**src/shared/uart_cfg.svh**
```systemverilog
/*
  Register indices, field positions, reset values and bit-time counts of the serial port.
  Assumes an AHB-Lite word bus where byte address = 4 * register index.
*/
`ifndef UART_CFG_SVH
`define UART_CFG_SVH
// ==========
// Register indices
`define IDX_PWR 8'h87
`define IDX_CTRL 8'h98
`define IDX_DATA 8'h99
`define IDX_SLV_ADDR 8'hA9
`define IDX_SLV_MASK 8'hB9
`define IDX_BAUD 8'hC0
`define IDX_ISTAT 8'hC1
`define IDX_IMASK 8'hC2
// ==========
// Field positions
`define CTL_TOP 7
`define CTL_MODE1 6
`define CTL_MATCH 5
`define CTL_REN 4
`define CTL_TX9 3
`define CTL_RX9 2
`define CTL_TXF 1
`define CTL_RXF 0
`define PWR_DBL 7
`define PWR_FES 6
// ==========
// Reset values and counts
`define RST_BYTE 8'h00
`define RST_BAUD 16'h0064
`define PER_M0 16'h0006
`define PER_M2 16'h0020
`define PER_M2D 16'h0010
`define LAST8 4'h7
`define LAST9 4'h8
`define HSIZE_WORD 3'h2
`endif

```
**src/shared/uart_pkg.sv**
```systemverilog
/*
  Types of the serial port: operating modes and state machine states.
  Assumes nothing of its surroundings.
*/
package uart_pkg;
  typedef enum logic [1:0] {MODE_SHIFT, MODE_8V, MODE_9F, MODE_9V} mode_t;
  typedef enum logic [2:0] {RX_IDLE, RX_START, RX_DATA, RX_STOP, RX_SHIFT} rx_state_t;
  typedef enum logic [2:0] {TX_IDLE, TX_START, TX_DATA, TX_STOP, TX_SHIFT} tx_state_t;
endpackage : uart_pkg

```
**src/shared/tx_if.sv**
```systemverilog
/*
  Channel between the register block and the transmit engine.
  Assumes both ends run on the same clock.
*/
`timescale 1ns/1ps
interface tx_if;
  logic start;
  logic [7:0] data;
  logic ninth;
  uart_pkg::mode_t mode;
  logic [15:0] period;
  logic done;
  logic line;
  logic dout;
  logic doe_n;
  logic busy;
  modport ctrl (output start, data, ninth, mode, period,
                input done, line, dout, doe_n, busy);
  modport eng (input start, data, ninth, mode, period,
               output done, line, dout, doe_n, busy);
endinterface : tx_if

```
**src/design/addr_match.sv**
```systemverilog
/*
  Address recognition: compares a received byte with the given and broadcast addresses.
  Assumes the slave address and mask come from registers on the same clock.
*/
`timescale 1ns/1ps
module addr_match (
  input wire logic [7:0] rx_byte,
  input wire logic [7:0] addr,
  input wire logic [7:0] mask,
  output logic match
);
  wire [7:0] given = addr & mask;
  wire [7:0] bcast = addr | mask;
  // Mask zeros are ignored positions
  wire hit_given = ((rx_byte ^ given) & mask) == 8'h00;
  // Broadcast ones must be received as ones
  wire hit_bcast = (~rx_byte & bcast) == 8'h00;
  assign match = hit_given | hit_bcast;
endmodule : addr_match

```
**src/design/uart_tx.sv**
```systemverilog
/*
  Transmit engine: start, 8 or 9 data bits, stop; or 8-bit shift output with clock.
  Assumes period of at least two clocks and a start pulse only while idle.
*/
`timescale 1ns/1ps
`include "uart_cfg.svh"
module uart_tx (
  input wire logic hclk,
  input wire logic hresetn,
  tx_if.eng tx
);
  uart_pkg::tx_state_t state, next_state;
  logic [15:0] cnt, next_cnt;
  logic [3:0] bitn, next_bit;
  logic [8:0] sh, next_sh;
  logic next_line, next_dout, next_doe_n, next_done;

  wire tick = cnt == 16'h0000;
  wire m0 = tx.mode == uart_pkg::MODE_SHIFT;
  wire nine = tx.mode == uart_pkg::MODE_9F || tx.mode == uart_pkg::MODE_9V;
  wire [3:0] last = nine ? `LAST9 : `LAST8;
  wire [15:0] half = tx.period >> 1;
  assign tx.busy = state != uart_pkg::TX_IDLE;

  // ==========
  // Next state
  always_comb begin
    next_state = state;
    next_cnt = tick ? tx.period - 16'h0001 : cnt - 16'h0001;
    next_bit = bitn;
    next_sh = sh;
    next_done = 1'b0;
    next_line = 1'b1;
    next_dout = 1'b1;
    next_doe_n = 1'b1;
    unique case (state)
      uart_pkg::TX_IDLE: begin
        next_cnt = tx.period - 16'h0001;
        if (tx.start) begin
          next_sh = {tx.ninth, tx.data};
          next_bit = 4'h0;
          next_state = m0 ? uart_pkg::TX_SHIFT : uart_pkg::TX_START;
        end
      end
      uart_pkg::TX_START: begin
        next_line = 1'b0;
        if (tick) next_state = uart_pkg::TX_DATA;
      end
      uart_pkg::TX_DATA: begin
        next_line = sh[0];
        if (tick) begin
          next_sh = {1'b0, sh[8:1]};
          next_bit = bitn + 4'h1;
          if (bitn == last) begin
            next_state = uart_pkg::TX_STOP;
            next_done = 1'b1;
          end
        end
      end
      uart_pkg::TX_STOP: begin
        if (tick) next_state = uart_pkg::TX_IDLE;
      end
      uart_pkg::TX_SHIFT: begin
        next_doe_n = 1'b0;
        next_dout = sh[0];
        next_line = cnt < half;
        if (tick) begin
          next_sh = {1'b0, sh[8:1]};
          next_bit = bitn + 4'h1;
          if (bitn == `LAST8) begin
            next_state = uart_pkg::TX_IDLE;
            next_done = 1'b1;
          end
        end
      end
    endcase
  end

  always_ff @(posedge hclk or negedge hresetn) begin
    if (!hresetn) begin
      state <= uart_pkg::TX_IDLE;
      cnt <= 16'h0000;
      bitn <= 4'h0;
      sh <= 9'h000;
      tx.line <= 1'b1;
      tx.dout <= 1'b1;
      tx.doe_n <= 1'b1;
      tx.done <= 1'b0;
    end else begin
      state <= next_state;
      cnt <= next_cnt;
      bitn <= next_bit;
      sh <= next_sh;
      tx.line <= next_line;
      tx.dout <= next_dout;
      tx.doe_n <= next_doe_n;
      tx.done <= next_done;
    end
  end
endmodule : uart_tx

```
**src/design/uart_frame_check_addr_match.sv**
```systemverilog
/*
  Serial port with framing error check and address recognition, AHB-Lite register slave.
  Assumes one clock, word-only accesses, baud register of at least two clocks.
*/
// Register access over AHB-Lite is this design's own decision.
// Contract
// - Missing stop bit sets frame error flag
// - Control bit 7 is flag or mode bit
// - Frame error flag sticky, cleared by software
// - Address filtering only while match enable set
// - Nine-bit modes: ninth bit one and match
// - Eight-bit mode: valid stop and match
// - Shift mode ignores match enable
// - Ninth bit or stop bit captured
// - Transmit done at stop or eighth bit
// - Receive done mid stop or eighth bit
// - Given address is address AND mask
// - Broadcast is address OR mask
// - Address and mask reset to zero
`timescale 1ns/1ps
`include "uart_cfg.svh"
module uart_frame_check_addr_match (
  input wire logic hclk,
  input wire logic hresetn,
  input wire logic hsel,
  input wire logic [31:0] haddr,
  input wire logic [1:0] htrans,
  input wire logic hwrite,
  input wire logic [2:0] hsize,
  input wire logic [31:0] hwdata,
  input wire logic hready,
  output logic hreadyout,
  output logic hresp,
  output logic [31:0] hrdata,
  input wire logic rxd_in,
  output logic rxd_out,
  output logic rxd_oe_n,
  output logic txd,
  output logic irq
);
  // ==========
  // Bus slave
  logic wr_pend, rd_pend;
  logic [7:0] idx;
  wire ap = hsel & htrans[1] & hready;
  wire [7:0] wd = hwdata[7:0];
  wire wr_ctrl = wr_pend && idx == `IDX_CTRL;
  wire wr_pwr = wr_pend && idx == `IDX_PWR;
  wire wr_data = wr_pend && idx == `IDX_DATA;
  wire wr_slv_addr = wr_pend && idx == `IDX_SLV_ADDR;
  wire wr_slv_mask = wr_pend && idx == `IDX_SLV_MASK;
  wire wr_baud = wr_pend && idx == `IDX_BAUD;
  wire wr_istat = wr_pend && idx == `IDX_ISTAT;
  wire wr_imask = wr_pend && idx == `IDX_IMASK;

  // Reads wait one cycle so a preceding write is visible
  always_ff @(posedge hclk or negedge hresetn) begin
    if (!hresetn) begin
      wr_pend <= 1'b0;
      rd_pend <= 1'b0;
      idx <= 8'h00;
      hreadyout <= 1'b1;
      hresp <= 1'b0;
    end else begin
      wr_pend <= ap & hwrite & (hsize == `HSIZE_WORD);
      rd_pend <= ap & ~hwrite;
      if (ap) idx <= haddr[9:2];
      hreadyout <= ~(ap & ~hwrite);
      hresp <= 1'b0;
    end
  end

  // ==========
  // Registers
  logic mode_bit0, frame_err, fes, dbl;
  logic [6:0] ctl;
  logic [7:0] slv_addr, slv_mask, rx_buf;
  logic [15:0] baud;
  logic [2:0] istat, imask;

  wire rx_flag = ctl[`CTL_RXF];
  wire tx_flag = ctl[`CTL_TXF];
  wire rx_bit9 = ctl[`CTL_RX9];
  wire tx_bit9 = ctl[`CTL_TX9];
  wire ren = ctl[`CTL_REN];
  wire match_en = ctl[`CTL_MATCH];
  wire uart_pkg::mode_t mode = uart_pkg::mode_t'({mode_bit0, ctl[`CTL_MODE1]});
  wire m0 = mode == uart_pkg::MODE_SHIFT;
  wire m8 = mode == uart_pkg::MODE_8V;
  wire nine = mode == uart_pkg::MODE_9F || mode == uart_pkg::MODE_9V;
  wire top_bit = fes ? frame_err : mode_bit0;
  wire [7:0] ctl_rd = {top_bit, ctl};
  wire [7:0] pwr_rd = {dbl, fes, 6'h00};

  wire [31:0] rd_mux =
    idx == `IDX_CTRL ? {24'h000000, ctl_rd} :
    idx == `IDX_PWR ? {24'h000000, pwr_rd} :
    idx == `IDX_DATA ? {24'h000000, rx_buf} :
    idx == `IDX_SLV_ADDR ? {24'h000000, slv_addr} :
    idx == `IDX_SLV_MASK ? {24'h000000, slv_mask} :
    idx == `IDX_BAUD ? {16'h0000, baud} :
    idx == `IDX_ISTAT ? {29'h00000000, istat} :
    idx == `IDX_IMASK ? {29'h00000000, imask} : 32'h00000000;

  always_ff @(posedge hclk or negedge hresetn) begin
    if (!hresetn) hrdata <= 32'h00000000;
    else if (rd_pend) hrdata <= rd_mux;
  end

  // ==========
  // Bit timing
  wire [15:0] per = m0 ? `PER_M0 :
                    mode == uart_pkg::MODE_9F ? (dbl ? `PER_M2D : `PER_M2) : baud;
  wire [15:0] half = per >> 1;

  // ==========
  // Receive pin synchroniser
  logic rxd_s1, rxd_s2, rxd_d;
  always_ff @(posedge hclk or negedge hresetn) begin
    if (!hresetn) begin
      rxd_s1 <= 1'b1;
      rxd_s2 <= 1'b1;
      rxd_d <= 1'b1;
    end else begin
      rxd_s1 <= rxd_in;
      rxd_s2 <= rxd_s1;
      rxd_d <= rxd_s2;
    end
  end

  // ==========
  // Receiver
  uart_pkg::rx_state_t rx_state, next_state;
  logic [15:0] rx_cnt, next_cnt;
  logic [3:0] rx_bit, next_bit;
  logic [8:0] rx_sh, next_sh;
  logic rx_stop, next_stop, rx_fin, next_fin;
  logic match;

  wire rx_tick = rx_cnt == 16'h0000;
  wire [3:0] rx_last = nine ? `LAST9 : `LAST8;
  wire [7:0] rx_byte = nine ? rx_sh[7:0] : rx_sh[8:1];
  wire rx_ninth = rx_sh[8];
  wire rx_sclk = rx_cnt < half;

  always_comb begin
    next_state = rx_state;
    next_cnt = rx_tick ? per - 16'h0001 : rx_cnt - 16'h0001;
    next_bit = rx_bit;
    next_sh = rx_sh;
    next_stop = rx_stop;
    next_fin = 1'b0;
    unique case (rx_state)
      uart_pkg::RX_IDLE: begin
        next_cnt = per - 16'h0001;
        next_bit = 4'h0;
        if (m0 && !rx_flag) begin
          next_state = uart_pkg::RX_SHIFT;
        end else if (!m0 && rxd_d && !rxd_s2) begin
          // Check the start bit at its middle
          next_state = uart_pkg::RX_START;
          next_cnt = half - 16'h0001;
        end
      end
      uart_pkg::RX_START: begin
        if (rx_tick) next_state = rxd_s2 ? uart_pkg::RX_IDLE : uart_pkg::RX_DATA;
      end
      uart_pkg::RX_DATA, uart_pkg::RX_SHIFT: begin
        if (rx_tick) begin
          next_sh = {rxd_s2, rx_sh[8:1]};
          next_bit = rx_bit + 4'h1;
          if (rx_bit == rx_last) begin
            next_fin = rx_state == uart_pkg::RX_SHIFT;
            next_state = next_fin ? uart_pkg::RX_IDLE : uart_pkg::RX_STOP;
          end
        end
      end
      uart_pkg::RX_STOP: begin
        // Stop bit sampled halfway through
        if (rx_tick) begin
          next_stop = rxd_s2;
          next_fin = 1'b1;
          next_state = uart_pkg::RX_IDLE;
        end
      end
    endcase
    if (!ren) begin
      next_state = uart_pkg::RX_IDLE;
      next_fin = 1'b0;
    end
  end

  always_ff @(posedge hclk or negedge hresetn) begin
    if (!hresetn) begin
      rx_state <= uart_pkg::RX_IDLE;
      rx_cnt <= 16'h0000;
      rx_bit <= 4'h0;
      rx_sh <= 9'h000;
      rx_stop <= 1'b1;
      rx_fin <= 1'b0;
    end else begin
      rx_state <= next_state;
      rx_cnt <= next_cnt;
      rx_bit <= next_bit;
      rx_sh <= next_sh;
      rx_stop <= next_stop;
      rx_fin <= next_fin;
    end
  end

  addr_match u_match (
    .rx_byte(rx_byte),
    .addr(slv_addr),
    .mask(slv_mask),
    .match(match)
  );

  // ==========
  // Frame completion
  wire ok_addr = (m8 ? rx_stop : rx_ninth) && match;
  wire set_rx_flag = rx_fin && (m0 || !match_en || ok_addr);
  wire set_frame_err = rx_fin && !m0 && !rx_stop;
  wire rx_bit9_val = m8 ? rx_stop : rx_ninth;
  wire ld_rx_bit9 = set_rx_flag && !m0;

  // ==========
  // Transmit engine
  tx_if txc ();
  assign txc.start = wr_data;
  assign txc.data = wd;
  assign txc.ninth = tx_bit9;
  assign txc.mode = mode;
  assign txc.period = per;
  wire tx_done = txc.done;

  uart_tx u_tx (
    .hclk(hclk),
    .hresetn(hresetn),
    .tx(txc.eng)
  );

  // ==========
  // Control register update, hardware set wins over software clear
  wire [6:0] ctl_w = wr_ctrl ? wd[6:0] : ctl;
  wire next_rx_bit9 = ld_rx_bit9 ? rx_bit9_val : ctl_w[`CTL_RX9];
  wire next_tx_flag = tx_done | ctl_w[`CTL_TXF];
  wire next_rx_flag = set_rx_flag | ctl_w[`CTL_RXF];
  wire [2:0] ev = {set_frame_err, set_rx_flag, tx_done};
  wire [2:0] clr = wr_istat ? wd[2:0] : 3'h0;

  always_ff @(posedge hclk or negedge hresetn) begin
    if (!hresetn) begin
      ctl <= 7'h00;
      mode_bit0 <= 1'b0;
      frame_err <= 1'b0;
    end else begin
      ctl <= {ctl_w[`CTL_MODE1:`CTL_TX9], next_rx_bit9, next_tx_flag, next_rx_flag};
      if (wr_ctrl && !fes) mode_bit0 <= wd[`CTL_TOP];
      frame_err <= set_frame_err | ((wr_ctrl && fes) ? wd[`CTL_TOP] : frame_err);
    end
  end

  always_ff @(posedge hclk or negedge hresetn) begin
    if (!hresetn) begin
      slv_addr <= `RST_BYTE;
      slv_mask <= `RST_BYTE;
      fes <= 1'b0;
      dbl <= 1'b0;
      baud <= `RST_BAUD;
      rx_buf <= `RST_BYTE;
    end else begin
      if (wr_slv_addr) slv_addr <= wd;
      if (wr_slv_mask) slv_mask <= wd;
      if (wr_pwr) fes <= wd[`PWR_FES];
      if (wr_pwr) dbl <= wd[`PWR_DBL];
      if (wr_baud) baud <= hwdata[15:0];
      if (set_rx_flag) rx_buf <= rx_byte;
    end
  end

  // ==========
  // Interrupts and pins
  always_ff @(posedge hclk or negedge hresetn) begin
    if (!hresetn) begin
      istat <= 3'h0;
      imask <= 3'h0;
      irq <= 1'b0;
      txd <= 1'b1;
      rxd_out <= 1'b1;
      rxd_oe_n <= 1'b1;
    end else begin
      istat <= ev | (istat & ~clr);
      if (wr_imask) imask <= wd[2:0];
      irq <= |(istat & imask);
      txd <= (rx_state == uart_pkg::RX_SHIFT) ? rx_sclk : txc.line;
      rxd_out <= txc.dout;
      rxd_oe_n <= txc.doe_n;
    end
  end
endmodule : uart_frame_check_addr_match

```
**config.mk**
```make
export PLATFORM = sky130hd
export DESIGN_NAME = uart_frame_check_addr_match
export DESIGN_NICKNAME = d
export VERILOG_FILES = /design/src/shared/uart_pkg.sv /design/src/shared/tx_if.sv /design/src/design/addr_match.sv /design/src/design/uart_tx.sv /design/src/design/uart_frame_check_addr_match.sv
export VERILOG_INCLUDE_DIRS = /design/src /design/src/shared
export SDC_FILE = /design/constraint.sdc
export NUM_CORES = 1
export LEC_CHECK = 0
export ABC_AREA = 1
export BUFFER_PORTS_ARGS = -buffer_cell sky130_fd_sc_hd__buf_2
export CAP_MARGIN = 20
export CORE_MARGIN = 4
export CORE_UTILIZATION = 40
export CTS_CLUSTER_DIAMETER = 150
export DETAILED_ROUTE_END_ITERATION = 8
export GPL_TIMING_DRIVEN = 0
export SLEW_MARGIN = 15
export SYNTH_ARGS = -nofsm -noshare
export SYNTH_HDL_FRONTEND = slang
export SYNTH_SLANG_ARGS = --single-unit
```
**constraint.sdc**
```tcl
create_clock -name hclk -period 2 [get_ports hclk]
set_input_delay 0 -clock hclk [delete_from_list [all_inputs] [get_ports hclk]]
set_output_delay 0 -clock hclk [all_outputs]
set_load 0.005 [all_outputs]
```
# Yosys cells after proc, flatten, opt, wreduce, memory -nomap -nowiden
# Index checks and enable logic that the tools add are counted.
[word_totals] register_bits=177 input_bits=75 out_inout_bits=38 wordCells=217
[op_classes] add_sub_neg=6 magnitude_cmp=2 n_eq_ne=37 mux=66 bitwise=21 n_reduce_logical=46
[op_table] cell="2-to-1 mux 16 bit" count=14
[op_table] cell="equality test 8 bit, second input constant" count=8
[op_table] cell="2-to-1 mux 3 bit" count=19
[op_table] cell="subtractor 16 x 1 -> 16 bit, second input constant" count=3
[op_table] cell="logical NOT 16 bit" count=2
[op_table] cell="less-than comparator 16 x 15 -> 1 bit" count=2
[op_table] cell="AND 8 bit" count=3
[op_table] cell="logical AND 1 bit" count=18
[op_table] cell="2-to-1 mux 9 bit" count=2
[op_table] cell="one-hot mux 9 bit (2 select lines)" count=1
[op_table] cell="logical NOT 8 bit" count=2
[op_table] cell="2-to-1 mux 4 bit" count=4
[op_table] cell="one-hot mux 4 bit (2 select lines)" count=2
[op_table] cell="subtractor 15 x 1 -> 16 bit, second input constant" count=1
[op_table] cell="equality test 3 x 2 -> 1 bit, second input constant" count=5
[op_table] cell="2-to-1 mux 1 bit" count=15
[op_table] cell="one-hot mux 3 bit (5 select lines)" count=1
[op_table] cell="inequality test 2 x 1 -> 1 bit, second input constant" count=7
[op_table] cell="inequality test 3 bit, second input constant" count=4
[op_table] cell="one-hot mux 3 bit (4 select lines)" count=1
[op_table] cell="adder 4 x 1 -> 4 bit, second input constant" count=2
[op_table] cell="equality test 4 bit" count=2
[op_table] cell="2-to-1 mux 8 bit" count=1
[op_table] cell="inverter 8 bit" count=1
[op_table] cell="other kinds (30)" count=58

# Longest topological paths before layout
# Gate-level depths: netlist of run 1.
[depth] ltp_word=12 depth_mapped=15 depth_no_buf=14

# By module
# A second synthesis of run 1 with hierarchy kept.
[unflattened] hier_cells=1503 hier_area_um2=10601.4
[modules_own_cells] mod="uart_frame_check_addr_match" n_inst=1 cells_per_inst=1029 area_each_um2=7569.8 seq_area_each_um2=3141.8
[modules_own_cells] mod="uart_tx" n_inst=1 cells_per_inst=411 area_each_um2=2770.2 seq_area_each_um2=904.6
[modules_own_cells] mod="addr_match" n_inst=1 cells_per_inst=63 area_each_um2=261.5 seq_area_each_um2=0.0

# Least setup slack after synthesis of run 1
# No wires, ideal clock.
[synth_timing] path_kind="reg2reg" startpoint="reg mode_bit0" endpoint="reg txd" setup_time_ns=0.075 arrival_time_ns=1.926 required_time_ns=1.925 slack_ns=-0.002 path_stages_with_launch=13 path_buffers=1 synth_period_minus_slack_ns=2.002 cell_sequence="dfrtp_1 inv_2 buf_2 nor2_1 nor3_1 inv_1 ha_1 nand2_1 o21ai_0 a21oi_1 o21a_1 nand2_1 nand2_1"
[synth_via] elab_chain_len=5 word_cells_on_any_way=6 cone_classes="1 x order compare; 1 x eq/ne; 3 x mux; 1 x reduce/logical"
[synth_rtl] element="from (decl)" line_no="uart_frame_check_addr_match.sv:75" text="logic mode_bit0, frame_err, fes, dbl;"
[synth_rtl] element="from (signal assigned)" line_no="uart_frame_check_addr_match.sv:258" text="if (wr_ctrl && !fes) mode_bit0 <= wd[`CTL_TOP];"
[synth_rtl] element="equality test 2 bit" line_no="uart_frame_check_addr_match.sv:113" text="mode == uart_pkg::MODE_9F ? (dbl ? `PER_M2D : `PER_M2) : baud;"
[synth_rtl] element="2-to-1 mux 16 bit" line_no="uart_frame_check_addr_match.sv:113"
[synth_rtl] element="2-to-1 mux 16 bit *" line_no="uart_frame_check_addr_match.sv:112" text="wire [15:0] per = m0 ? `PER_M0 :"
[synth_rtl] element="less-than comparator 16 x 15 -> 1 bit *" line_no="uart_frame_check_addr_match.sv:144" text="wire rx_sclk = rx_cnt < half;"
[synth_rtl] element="2-to-1 mux 1 bit *" line_no="uart_frame_check_addr_match.sv:295" text="txd <= (rx_state == uart_pkg::RX_SHIFT) ? rx_sclk : txc.line;"
[synth_rtl] element="to (signal assigned)" line_no="uart_frame_check_addr_match.sv:295"
[synth_rtl] element="to (decl)" line_no="uart_frame_check_addr_match.sv:38" text="output logic txd,"
# Every way passes the cells marked *; elsewhere a longest branch is shown, timed or not.
# A chain may end at the register's enable or synchronous reset.

# Worst setup path after layout of run 1
# Same ends and word-level chain as after synthesis.

==> results of run 1 <==
area by class of cell:
type / instances / area (sq um)
Clock inverter: 13 / 103
Multi-Input combinational cell: 1006 / 5550
Timing Repair Buffer: 120 / 877
Clock buffer: 19 / 443
Buffer: 52 / 362
Inverter: 163 / 624
Sequential cell: 161 / 4050
Fill cell: 2261 / 11300
Tap cell: 319 / 399
state kept, by name, summed over array words and instances, names as in the netlist, 7 cells and up:
signal,count
baud,16
hrdata,16
rx_cnt,16
u_tx.cnt,16
rx_sh,9
u_tx.sh,9
idx,8
rx_buf,8
slv_addr,8
slv_mask,8
ctl,7
cell usage in the layout (no fill, tap or decap), types with 15 or more instances in the layout:
cell                              n
sky130_fd_sc_hd__dfrtp_1        146
sky130_fd_sc_hd__buf_4           53
sky130_fd_sc_hd__nor2_4          20
sky130_fd_sc_hd__a21oi_1         44
sky130_fd_sc_hd__buf_2           56
sky130_fd_sc_hd__dlygate4sd3_1   31
sky130_fd_sc_hd__clkbuf_1        15
sky130_fd_sc_hd__nand2_2         25
sky130_fd_sc_hd__nand2_1        336
sky130_fd_sc_hd__inv_2           18
sky130_fd_sc_hd__o21ai_0        113
sky130_fd_sc_hd__nor2_1          98
sky130_fd_sc_hd__nor2_2          22
sky130_fd_sc_hd__nor3_1          28
sky130_fd_sc_hd__nand3_1        115
sky130_fd_sc_hd__conb_1          17
sky130_fd_sc_hd__inv_1          140
sky130_fd_sc_hd__clkbuf_16       17
sky130_fd_sc_hd__ha_1            28
worst max-delay path, cell delays in order, from the launching register on:
cell                        delay [ps]
sky130_fd_sc_hd__dfrtp_2           480
sky130_fd_sc_hd__inv_4              70
sky130_fd_sc_hd__nand2_4           150
sky130_fd_sc_hd__buf_12            170
sky130_fd_sc_hd__nand3_4           110
sky130_fd_sc_hd__ha_1              330
sky130_fd_sc_hd__a2111oi_1         400
sky130_fd_sc_hd__o21a_1            190
sky130_fd_sc_hd__nand2_2            70
sky130_fd_sc_hd__nand2_4            90
through the flow:
step	hold slack [ps]	setup TNS [ps]	setup slack, ps	std cells	cell area (sq um)
after floorplan	-296	0	101	1382	9860
after global routing	140	-4540	-202	1853	12400
final	94.9	-766	-137	1853	12400
after global placement	109	-272350	-1720	1755	10500
after detailed placement	-23.7	-13980	-677	1756	10600
after CTS	87.3	-356	-87.6	1837	11900
report_power, final:
group	switching (mW)	internal (mW)	total, mW
Combinational	2.26	1.40	3.66
Sequential	0.508	3.81	4.32
Clock	1.44	1.65	3.08
Total	4.20	6.86	11.1
timing repair:
action,in CTS,in global routing
cloned,0,1
hold endpoints to repair,94,0
pin swaps,19,31
buffers inserted,19,15
hold buffers,31,0
setup endpoints to repair,76,96
resized for setup,80,131
per-layer routing:
metal	GRT usage (%)	up-vias	share of wire (%)
li1	-	4744	-
met4	8.28	0	3.2
met5	0	-	0
met2	34.8	277	45
met3	3.24	52	4.8
met1	31.9	4542	47
worst paths after layout:
kind / start / to / slack, ps / cells past startpoint
max reg2reg: mode_bit0 / txd / -140 / 9
min in group asynchronous: hresetn / rx_sh[1] / 100 / 2
min: htrans[1] / idx[2] / 90 / 5
min reg2reg: u_tx.tx.doe_n / rxd_oe_n / 360 / 0
max in group asynchronous: hresetn / u_tx.sh[7] / 1000 / 3
max: mode_bit0 / txd / -140 / 9
cell families after synthesis:
family / Yosys count / synth area share [%]
AO/OA/AOI/OAI: 230 / 12.8
XOR/XNOR: 21 / 1.88
adder cells (fa/ha/maj): 32 / 4.09
buffers and inverters: 216 / 9.11
flip-flops: 161 / 41.3
multiplexers: 2 / 0.230
other: 1 / 0.0383
AND/OR/NAND/NOR: 703 / 30.5
==> results.py, run 1 <==
metrics = {
    "status": {
        "outcome": "complete, but fails checks",
        "violations": "setup timing",
    },
    "logic_synthesis": {
        "synth_top_area_share_pct": 37.6,
        "post_synth_most_frequent_cells": "sky130_fd_sc_hd__nand2_1, sky130_fd_sc_hd__inv_1, sky130_fd_sc_hd__dfrtp_1, sky130_fd_sc_hd__nor2_1, sky130_fd_sc_hd__nand3_1",
        "yosysWarnings": 0,
        "yosys.cell_count.top_type": "sky130_fd_sc_hd__nand2_1",
        "synth_enable_flop_cells": 0,
        "async_set_or_reset_flop_fraction_in_the_synthesized_netlist_pct": 100,
        "synth_largest_area_cell": "sky130_fd_sc_hd__dfrtp_1",
        "syn-mean-instance-area_sq_um": 7.17,
        "ys_ff_latch": 161,
        "synth_cells": 1366,
        "netlist_top_cells_area": "sky130_fd_sc_hd__dfrtp_1, sky130_fd_sc_hd__nand2_1, sky130_fd_sc_hd__nand3_1",
        "ys_seq_area_share_pct": 41.3,
        "synthDistinctLibCells": 42,
        "postSynth.topFlopCell": "sky130_fd_sc_hd__dfrtp_1",
        "syn-cell-area_sq_mm": 0.00979,
    },
    "die": {
        "floorplan.initialDensity_pct": 41.2,
        "fp-row-count": 56,
        "fp.coreArea_sq_mm": 0.0238,
        "die_w_microns": 164,
        "area_of_the_die_sq_mm": 0.0270,
        "num_io_pins": 113,
        "die_y_microns": 164,
    },
    "power_and_ir_drop": {
        "fin_total_pwr_mw": 11.1,
        "vdd_drop_max_uv": 642,
        "p_leak_nw": 6.18,
        "powerDensity_mw_per_mm2": 892,
    },
    "sta": {
        "final.setup.worst_slack_ps": -137,
        "timing.final.crit_period_ps": 2140,
        "slew_viol_final": 0,
        "hold_viol": 0,
        "maxClockFrequency_ghz": 0.468,
        "worst_clock_skew_ps": 8.35,
        "finalSetupViolations": 23,
        "layout_worst_path_cycle_share_pct": 107,
        "rsz_0062_raised_after_global_routing": "true",
        "timing.max_slew.rel_slack_pct": 55.9,
        "worst_pin_slew_ps": 656,
    },
    "routing": {
        "wire_per_inst_microns": 16.2,
        "postRouteWirelength_microns": 30000,
        "drt_pass1_iterations": 5,
        "drc": 0,
        "final_antenna_net_count": 0,
        "post_drt_via_cell_ratio": 5.19,
        "drt-initial-drc-count": 678,
        "routed-via-count": 9615,
    },
    "final_layout": {
        "diodes": 0,
        "layout_nets": 1628,
        "post-route-util_pct": 52.2,
        "post_route_cells_drive_above_1_share_pct": 21.3,
        "area_delta_synth_final_pct": 26.7,
    },
    "grt": {
        "grt_pass1_vias": 9114,
        "track_usage_pct": 22.4,
        "grt_antenna_before_repair": 0,
        "grt_overflow_total": 0,
        "global_route_wire_length_before_repair_microns": 48100,
        "pin_count_of_the_biggest_net_entering_global_routing": 105,
    },
    "critical_path": {
        "worstSetupEndpointType": "register",
        "worstPathRequired_ps": 2360,
        "cp_data_arrival_time_ps": 2500,
        "classification_of_the_worst_setup_path": "reg2reg",
        "critPathLaunchType": "register",
        "critical_path_peak_fanout": 10,
    },
    "min_path": {
        "worstHoldPathType": "in2reg",
    },
    "clocking": {
        "clock_tree.buffer_depth": 2,
        "cts_tree": "built",
        "cts-buffers-inserted": 17,
        "clock_sinks": 161,
        "cts-htree-levels": 4,
        "cts-root-buf": "sky130_fd_sc_hd__clkbuf_16",
        "insertion_delay_ps": 420,
        "clk_pin_slew_ps": 70,
    },
    "placed_design": {
        "io_buffers": 54,
        "gp_congestion": 0.911,
        "hpwl_microns": 22400,
    },
    "run": {
        "cap_violations": 0,
    },
}
Power figures use the tool's default switching activity.
==> run 2, diff against run 1 <==
==> constraint.sdc (replaced) <==
create_clock -name hclk -period 2.05 [get_ports hclk]
set_input_delay 0 -clock hclk [delete_from_list [all_inputs] [get_ports hclk]]
set_output_delay 0 -clock hclk [all_outputs]
set_load 0.005 [all_outputs]
==> results.py, run 2 (synthesized netlist as in run 1, its figures left out) <==
metrics = {
    "status": {
        "outcome": "complete, but fails checks",
        "violations": "setup timing",
    },
    "routing": {
        "wire_per_inst_microns": 16.4,
        "routed-via-count": 9674,
        "post_drt_via_cell_ratio": 5.20,
        "drt_pass1_iterations": 6,
        "drt-initial-drc-count": 771,
        "drc": 0,
        "final_antenna_net_count": 0,
        "postRouteWirelength_microns": 30600,
    },
    "critical_path": {
        "critical_path_peak_fanout": 4,
        "worstSetupEndpointType": "register",
        "worst_reg_to_reg_cells": 13,
        "worst_r2r_endpoint": "txd",
        "worstPathRequired_ps": 2410,
        "timing.rr.start": "mode_bit0",
        "classification_of_the_worst_setup_path": "reg2reg",
        "cp_data_arrival_time_ps": 2520,
        "critPathLaunchType": "register",
        "worst-r2r-setup-slack_ps": -110,
    },
    "grt": {
        "grt_pass1_vias": 8795,
        "track_usage_pct": 21.9,
        "global_route_wire_length_before_repair_microns": 46900,
        "pin_count_of_the_biggest_net_entering_global_routing": 92,
        "grt_overflow_total": 0,
        "grt_antenna_before_repair": 0,
    },
    "final_layout": {
        "area_delta_synth_final_pct": 28.9,
        "final_common_cell": "sky130_fd_sc_hd__nand2_1",
        "diodes": 0,
        "finish.instance_area_sq_mm": 0.0126,
        "most-common-layout-cells": "sky130_fd_sc_hd__nand2_1, sky130_fd_sc_hd__inv_1, sky130_fd_sc_hd__dfrtp_1",
        "layout_nets": 1636,
        "post_route_cells_drive_above_1_share_pct": 21.7,
    },
    "clocking": {
        "cts_tree": "built",
        "insertion_delay_ps": 430,
        "cts-htree-levels": 4,
        "clk_pin_slew_ps": 70,
        "cts-root-buf": "sky130_fd_sc_hd__clkbuf_16",
        "clock_sinks": 161,
        "clock_tree.buffer_depth": 2,
        "cts-buffers-inserted": 17,
    },
    "die": {
        "fp-row-count": 56,
        "fp.coreArea_sq_mm": 0.0238,
        "floorplan.initialDensity_pct": 41.2,
        "area_of_the_die_sq_mm": 0.0270,
        "num_io_pins": 113,
        "die_w_microns": 164,
        "die_y_microns": 164,
    },
    "sta": {
        "finalSetupViolations": 7,
        "slew_viol_final": 0,
        "timing.max_slew.rel_slack_pct": 53.0,
        "rsz_0062_raised_after_global_routing": "true",
        "worst_clock_skew_ps": 10.2,
        "hold_viol": 0,
        "worst_pin_slew_ps": 705,
        "final.setup.worst_slack_ps": -109,
        "timing.final.crit_period_ps": 2160,
        "layout_worst_path_cycle_share_pct": 105,
        "maxClockFrequency_ghz": 0.463,
    },
    "min_path": {
        "min_path_cells": 5,
        "hold-path-endpoint": "idx[4]",
        "worstHoldPathType": "in2reg",
        "timing.hold.worst.start": "htrans[1]",
    },
    "power_and_ir_drop": {
        "vdd_drop_max_uv": 632,
        "p_leak_nw": 6.22,
        "powerDensity_mw_per_mm2": 864,
    },
    "placed_design": {
        "io_buffers": 54,
        "hpwl_microns": 22000,
        "placement.cell_area_sq_mm": 0.0106,
        "post-place-ws_ps": -584,
        "gp_congestion": 0.957,
    },
    "run": {
        "cap_violations": 0,
    },
}
-- run 2: worst max-delay path by stage --
stage,depth (start not counted),start,endpoint
after global routing,13,mode_bit0,u_tx.tx.line
after CTS,11,ctl[6],txd
final,13,mode_bit0,txd
after floorplan,12,mode_bit0,txd
after global placement,1,hresetn,rx_cnt[14]
after detailed placement,12,mode_bit0,txd
-- run 2: worst max-delay path, stage by stage, from the launching register on --
cell and delay, ps:
sky130_fd_sc_hd__dfrtp_2 490, sky130_fd_sc_hd__clkinv_4 110, sky130_fd_sc_hd__buf_8 110, sky130_fd_sc_hd__nor2_4 60, sky130_fd_sc_hd__nor3_4 210, sky130_fd_sc_hd__inv_2 90
sky130_fd_sc_hd__buf_6 150, sky130_fd_sc_hd__ha_1 280, sky130_fd_sc_hd__nand2_2 60, sky130_fd_sc_hd__o21ai_1 130, sky130_fd_sc_hd__a21oi_1 80, sky130_fd_sc_hd__o21a_1 190
sky130_fd_sc_hd__nand2_1 70, sky130_fd_sc_hd__nand2_2 60
-- run 2: power by group --
| group | internal [mW] | switching [mW] |
|---|---|---|
| Clock | 1.63 | 1.49 |
| Sequential | 3.72 | 0.510 |
| Combinational | 1.37 | 2.19 |
-- run 2: final cells by class --
cell class	instances	area, sq um
flip-flops and latches	161	4050
plain buffers	52	355
clock buffers	18	439
multi-input cells	1006	5630
inverters	163	627
well taps	319	399
repair buffers	127	992
repair inverters	1	5.00
clock inverters	14	124
fillers	2192	11100
-- run 2: stage by stage --
stage               std cells  setup TNS [ps]  total power [mW]  util, %  hold WS (ps)
floorplan                1382               0              6.31        -          -296
global placement         1755         -249240              7.17     44.3           105
detailed placement       1756          -10030              7.23     44.4          70.0
CTS                      1828            -247              10.5     49.3          88.2
global route             1861           -2440              11.6     53.1           126
finish                   1861            -231              10.9     53.1           104
-- run 2: layer usage --
metal	track usage, %	share of wire, %	vias to the layer above
met5	0	0	-
met4	5.37	1.8	0
met3	3.62	5.6	41
met2	34.8	47	355
met1	31.4	46	4510
li1	-	-	4768
-- run 2: repair_timing --
item	4_1_cts	5_1_grt
setup endpoints to repair	68	85
gates resized for setup	55	159
pin swaps	3	57
hold buffers	31	0
buffers inserted	10	29
cloned	0	5
endpoints found under the hold margin	122	0
==> run 3, diff against run 2 <==
--- a/config.mk
+++ b/config.mk
@@ -7,7 +7,7 @@
 export NUM_CORES = 1
 export LEC_CHECK = 0
 export ABC_AREA = 1
-export BUFFER_PORTS_ARGS = -buffer_cell sky130_fd_sc_hd__buf_2
+export BUFFER_PORTS_ARGS = -buffer_cell sky130_fd_sc_hd__clkbuf_2
 export CAP_MARGIN = 20
 export CORE_MARGIN = 4
 export CORE_UTILIZATION = 40
==> results.py, run 3 (synthesized netlist as in run 1, its figures left out) <==
metrics = {
    "run": {
        "cap_violations": 0,
    },
    "critical_path": {
        "worst_reg_to_reg_cells": 9,
        "worstPathRequired_ps": 2420,
        "critical_path_peak_fanout": 10,
        "cp-startpoint": "mode_bit0",
        "critPathLaunchType": "register",
        "cp_data_arrival_time_ps": 2470,
        "timing.rr.start": "mode_bit0",
        "worstSetupEndpointType": "register",
        "worst_r2r_endpoint": "txd",
        "classification_of_the_worst_setup_path": "reg2reg",
        "worst-r2r-setup-slack_ps": -50,
    },
    "clocking": {
        "cts-root-buf": "sky130_fd_sc_hd__clkbuf_16",
        "clk_pin_slew_ps": 70,
        "insertion_delay_ps": 430,
        "clock_tree.buffer_depth": 2,
        "cts_tree": "built",
        "cts-htree-levels": 4,
        "clock_sinks": 161,
        "cts-buffers-inserted": 17,
    },
    "placed_design": {
        "gp_congestion": 0.947,
        "hpwl_microns": 22300,
        "placement.cell_area_sq_mm": 0.0106,
        "io_buffers": 54,
        "post-place-ws_ps": -681,
    },
    "sta": {
        "layout_worst_path_cycle_share_pct": 102,
        "rsz_0062_raised_after_global_routing": "true",
        "timing.max_slew.rel_slack_pct": 58.5,
        "hold_viol": 0,
        "slew_viol_final": 0,
        "maxClockFrequency_ghz": 0.477,
        "worst_clock_skew_ps": 11.2,
        "final.setup.worst_slack_ps": -48.5,
        "finalSetupViolations": 3,
        "timing.final.crit_period_ps": 2100,
        "worst_pin_slew_ps": 617,
    },
    "final_layout": {
        "final_common_cell": "sky130_fd_sc_hd__nand2_1",
        "multi_input_comb_area_sq_mm": 0.00541,
        "most-common-layout-cells": "sky130_fd_sc_hd__nand2_1, sky130_fd_sc_hd__dfrtp_1, sky130_fd_sc_hd__inv_1",
        "area_delta_synth_final_pct": 26.6,
        "post-route-util_pct": 52.2,
        "finish.instance_area_sq_mm": 0.0124,
        "diodes": 0,
        "layout_nets": 1636,
        "sequential_cell_area_sq_mm": 0.00405,
        "fillers": 2269,
        "post_route_cells_drive_above_1_share_pct": 20.0,
    },
    "die": {
        "area_of_the_die_sq_mm": 0.0270,
        "floorplan.initialDensity_pct": 41.2,
        "die_w_microns": 164,
        "fp-row-count": 56,
        "num_io_pins": 113,
        "die_y_microns": 164,
        "fp.coreArea_sq_mm": 0.0238,
    },
    "grt": {
        "grt_overflow_total": 0,
        "grt_antenna_before_repair": 0,
        "pin_count_of_the_biggest_net_entering_global_routing": 63,
        "global_route_wire_length_before_repair_microns": 47100,
        "track_usage_pct": 22.1,
        "grt_pass1_vias": 8999,
    },
    "power_and_ir_drop": {
        "vdd_drop_max_uv": 566,
        "fin_total_pwr_mw": 11.0,
        "p_leak_nw": 6.19,
        "powerDensity_mw_per_mm2": 885,
    },
    "routing": {
        "drc": 0,
        "drt-initial-drc-count": 852,
        "drt_pass1_iterations": 6,
        "post_drt_via_cell_ratio": 5.21,
        "routed-via-count": 9699,
        "wire_per_inst_microns": 16.3,
        "postRouteWirelength_microns": 30300,
        "final_antenna_net_count": 0,
    },
    "min_path": {
        "worstHoldPathType": "in2async",
    },
    "status": {
        "violations": "setup timing",
        "outcome": "complete, but fails checks",
    },
}
run 3: changes by cell type in the layout (fill, tap and decap cells not counted), sizes merged:
cell / previous run / this run
clkinv: 8 / 2
clkbuf: 42 / 95
bufinv: 0 / 2
nand2: 376 / 375
buf: 124 / 74
inv: 167 / 169
run 3: where the power goes:
part           internal [mW]  switching [mW]  leakage [nW]
sequential              3.72           0.484          1.82
combinational           1.30            2.11          4.08
clock                   1.88            1.47         0.293
run 3: critical path, stage by stage (launching register included):
cell and delay, ps:
sky130_fd_sc_hd__dfrtp_2 480, sky130_fd_sc_hd__inv_4 80, sky130_fd_sc_hd__nand2_4 150, sky130_fd_sc_hd__buf_8 190
sky130_fd_sc_hd__nand3_4 130, sky130_fd_sc_hd__ha_1 340, sky130_fd_sc_hd__a2111oi_2 380, sky130_fd_sc_hd__o21a_1 170
sky130_fd_sc_hd__nand2_1 60, sky130_fd_sc_hd__nand2_2 70
run 3: final cells by class:
cell class | instances | share of cell area (%)
repair buffers | 128 | 7.69
multi-input cells | 1005 | 43.6
inverters | 163 | 5.05
clock buffers | 19 | 3.57
plain buffers | 53 | 2.88
well taps | 319 | 3.22
flip-flops and latches | 161 | 32.7
clock inverters | 13 | 1.32
run 3: how the worst max path moves through the flow:
stage | to | slack, ps | cells past startpoint
4_1_cts | txd | -60 | 12
6_report | txd | -50 | 9
3_3_place_gp | u_tx.cnt[13] | -2010 | 1
5_1_grt | txd | -130 | 9
3_5_place_dp | txd | -680 | 12
2_1_floorplan | txd | 50 | 12
run 3: metrics by stage:
stage	std cells	hold slack, ps	TNS [ps]
CTS	1835	41.1	-90.4
global placement	1755	88.7	-316220
detailed placement	1757	-59.9	-10980
finish	1861	54.7	-98.8
global route	1861	78.8	-1720
floorplan	1382	-296	0
run 3: repair_timing:
action / CTS / global route
buffers inserted: 15 / 26
setup endpoints to repair: 62 / 97
resized for setup: 66 / 111
hold buffers: 31 / 0
endpoints found under the hold margin: 135 / 0
pin swaps: 4 / 25
run 3: routing by layer:
metal	share of wire, %	GRT usage [%]	up-vias
li1	-	-	4751
met1	46	31.3	4531
met2	45	34.7	341
met3	5.5	3.37	76
met4	3.2	7.94	0
met5	0	0	-
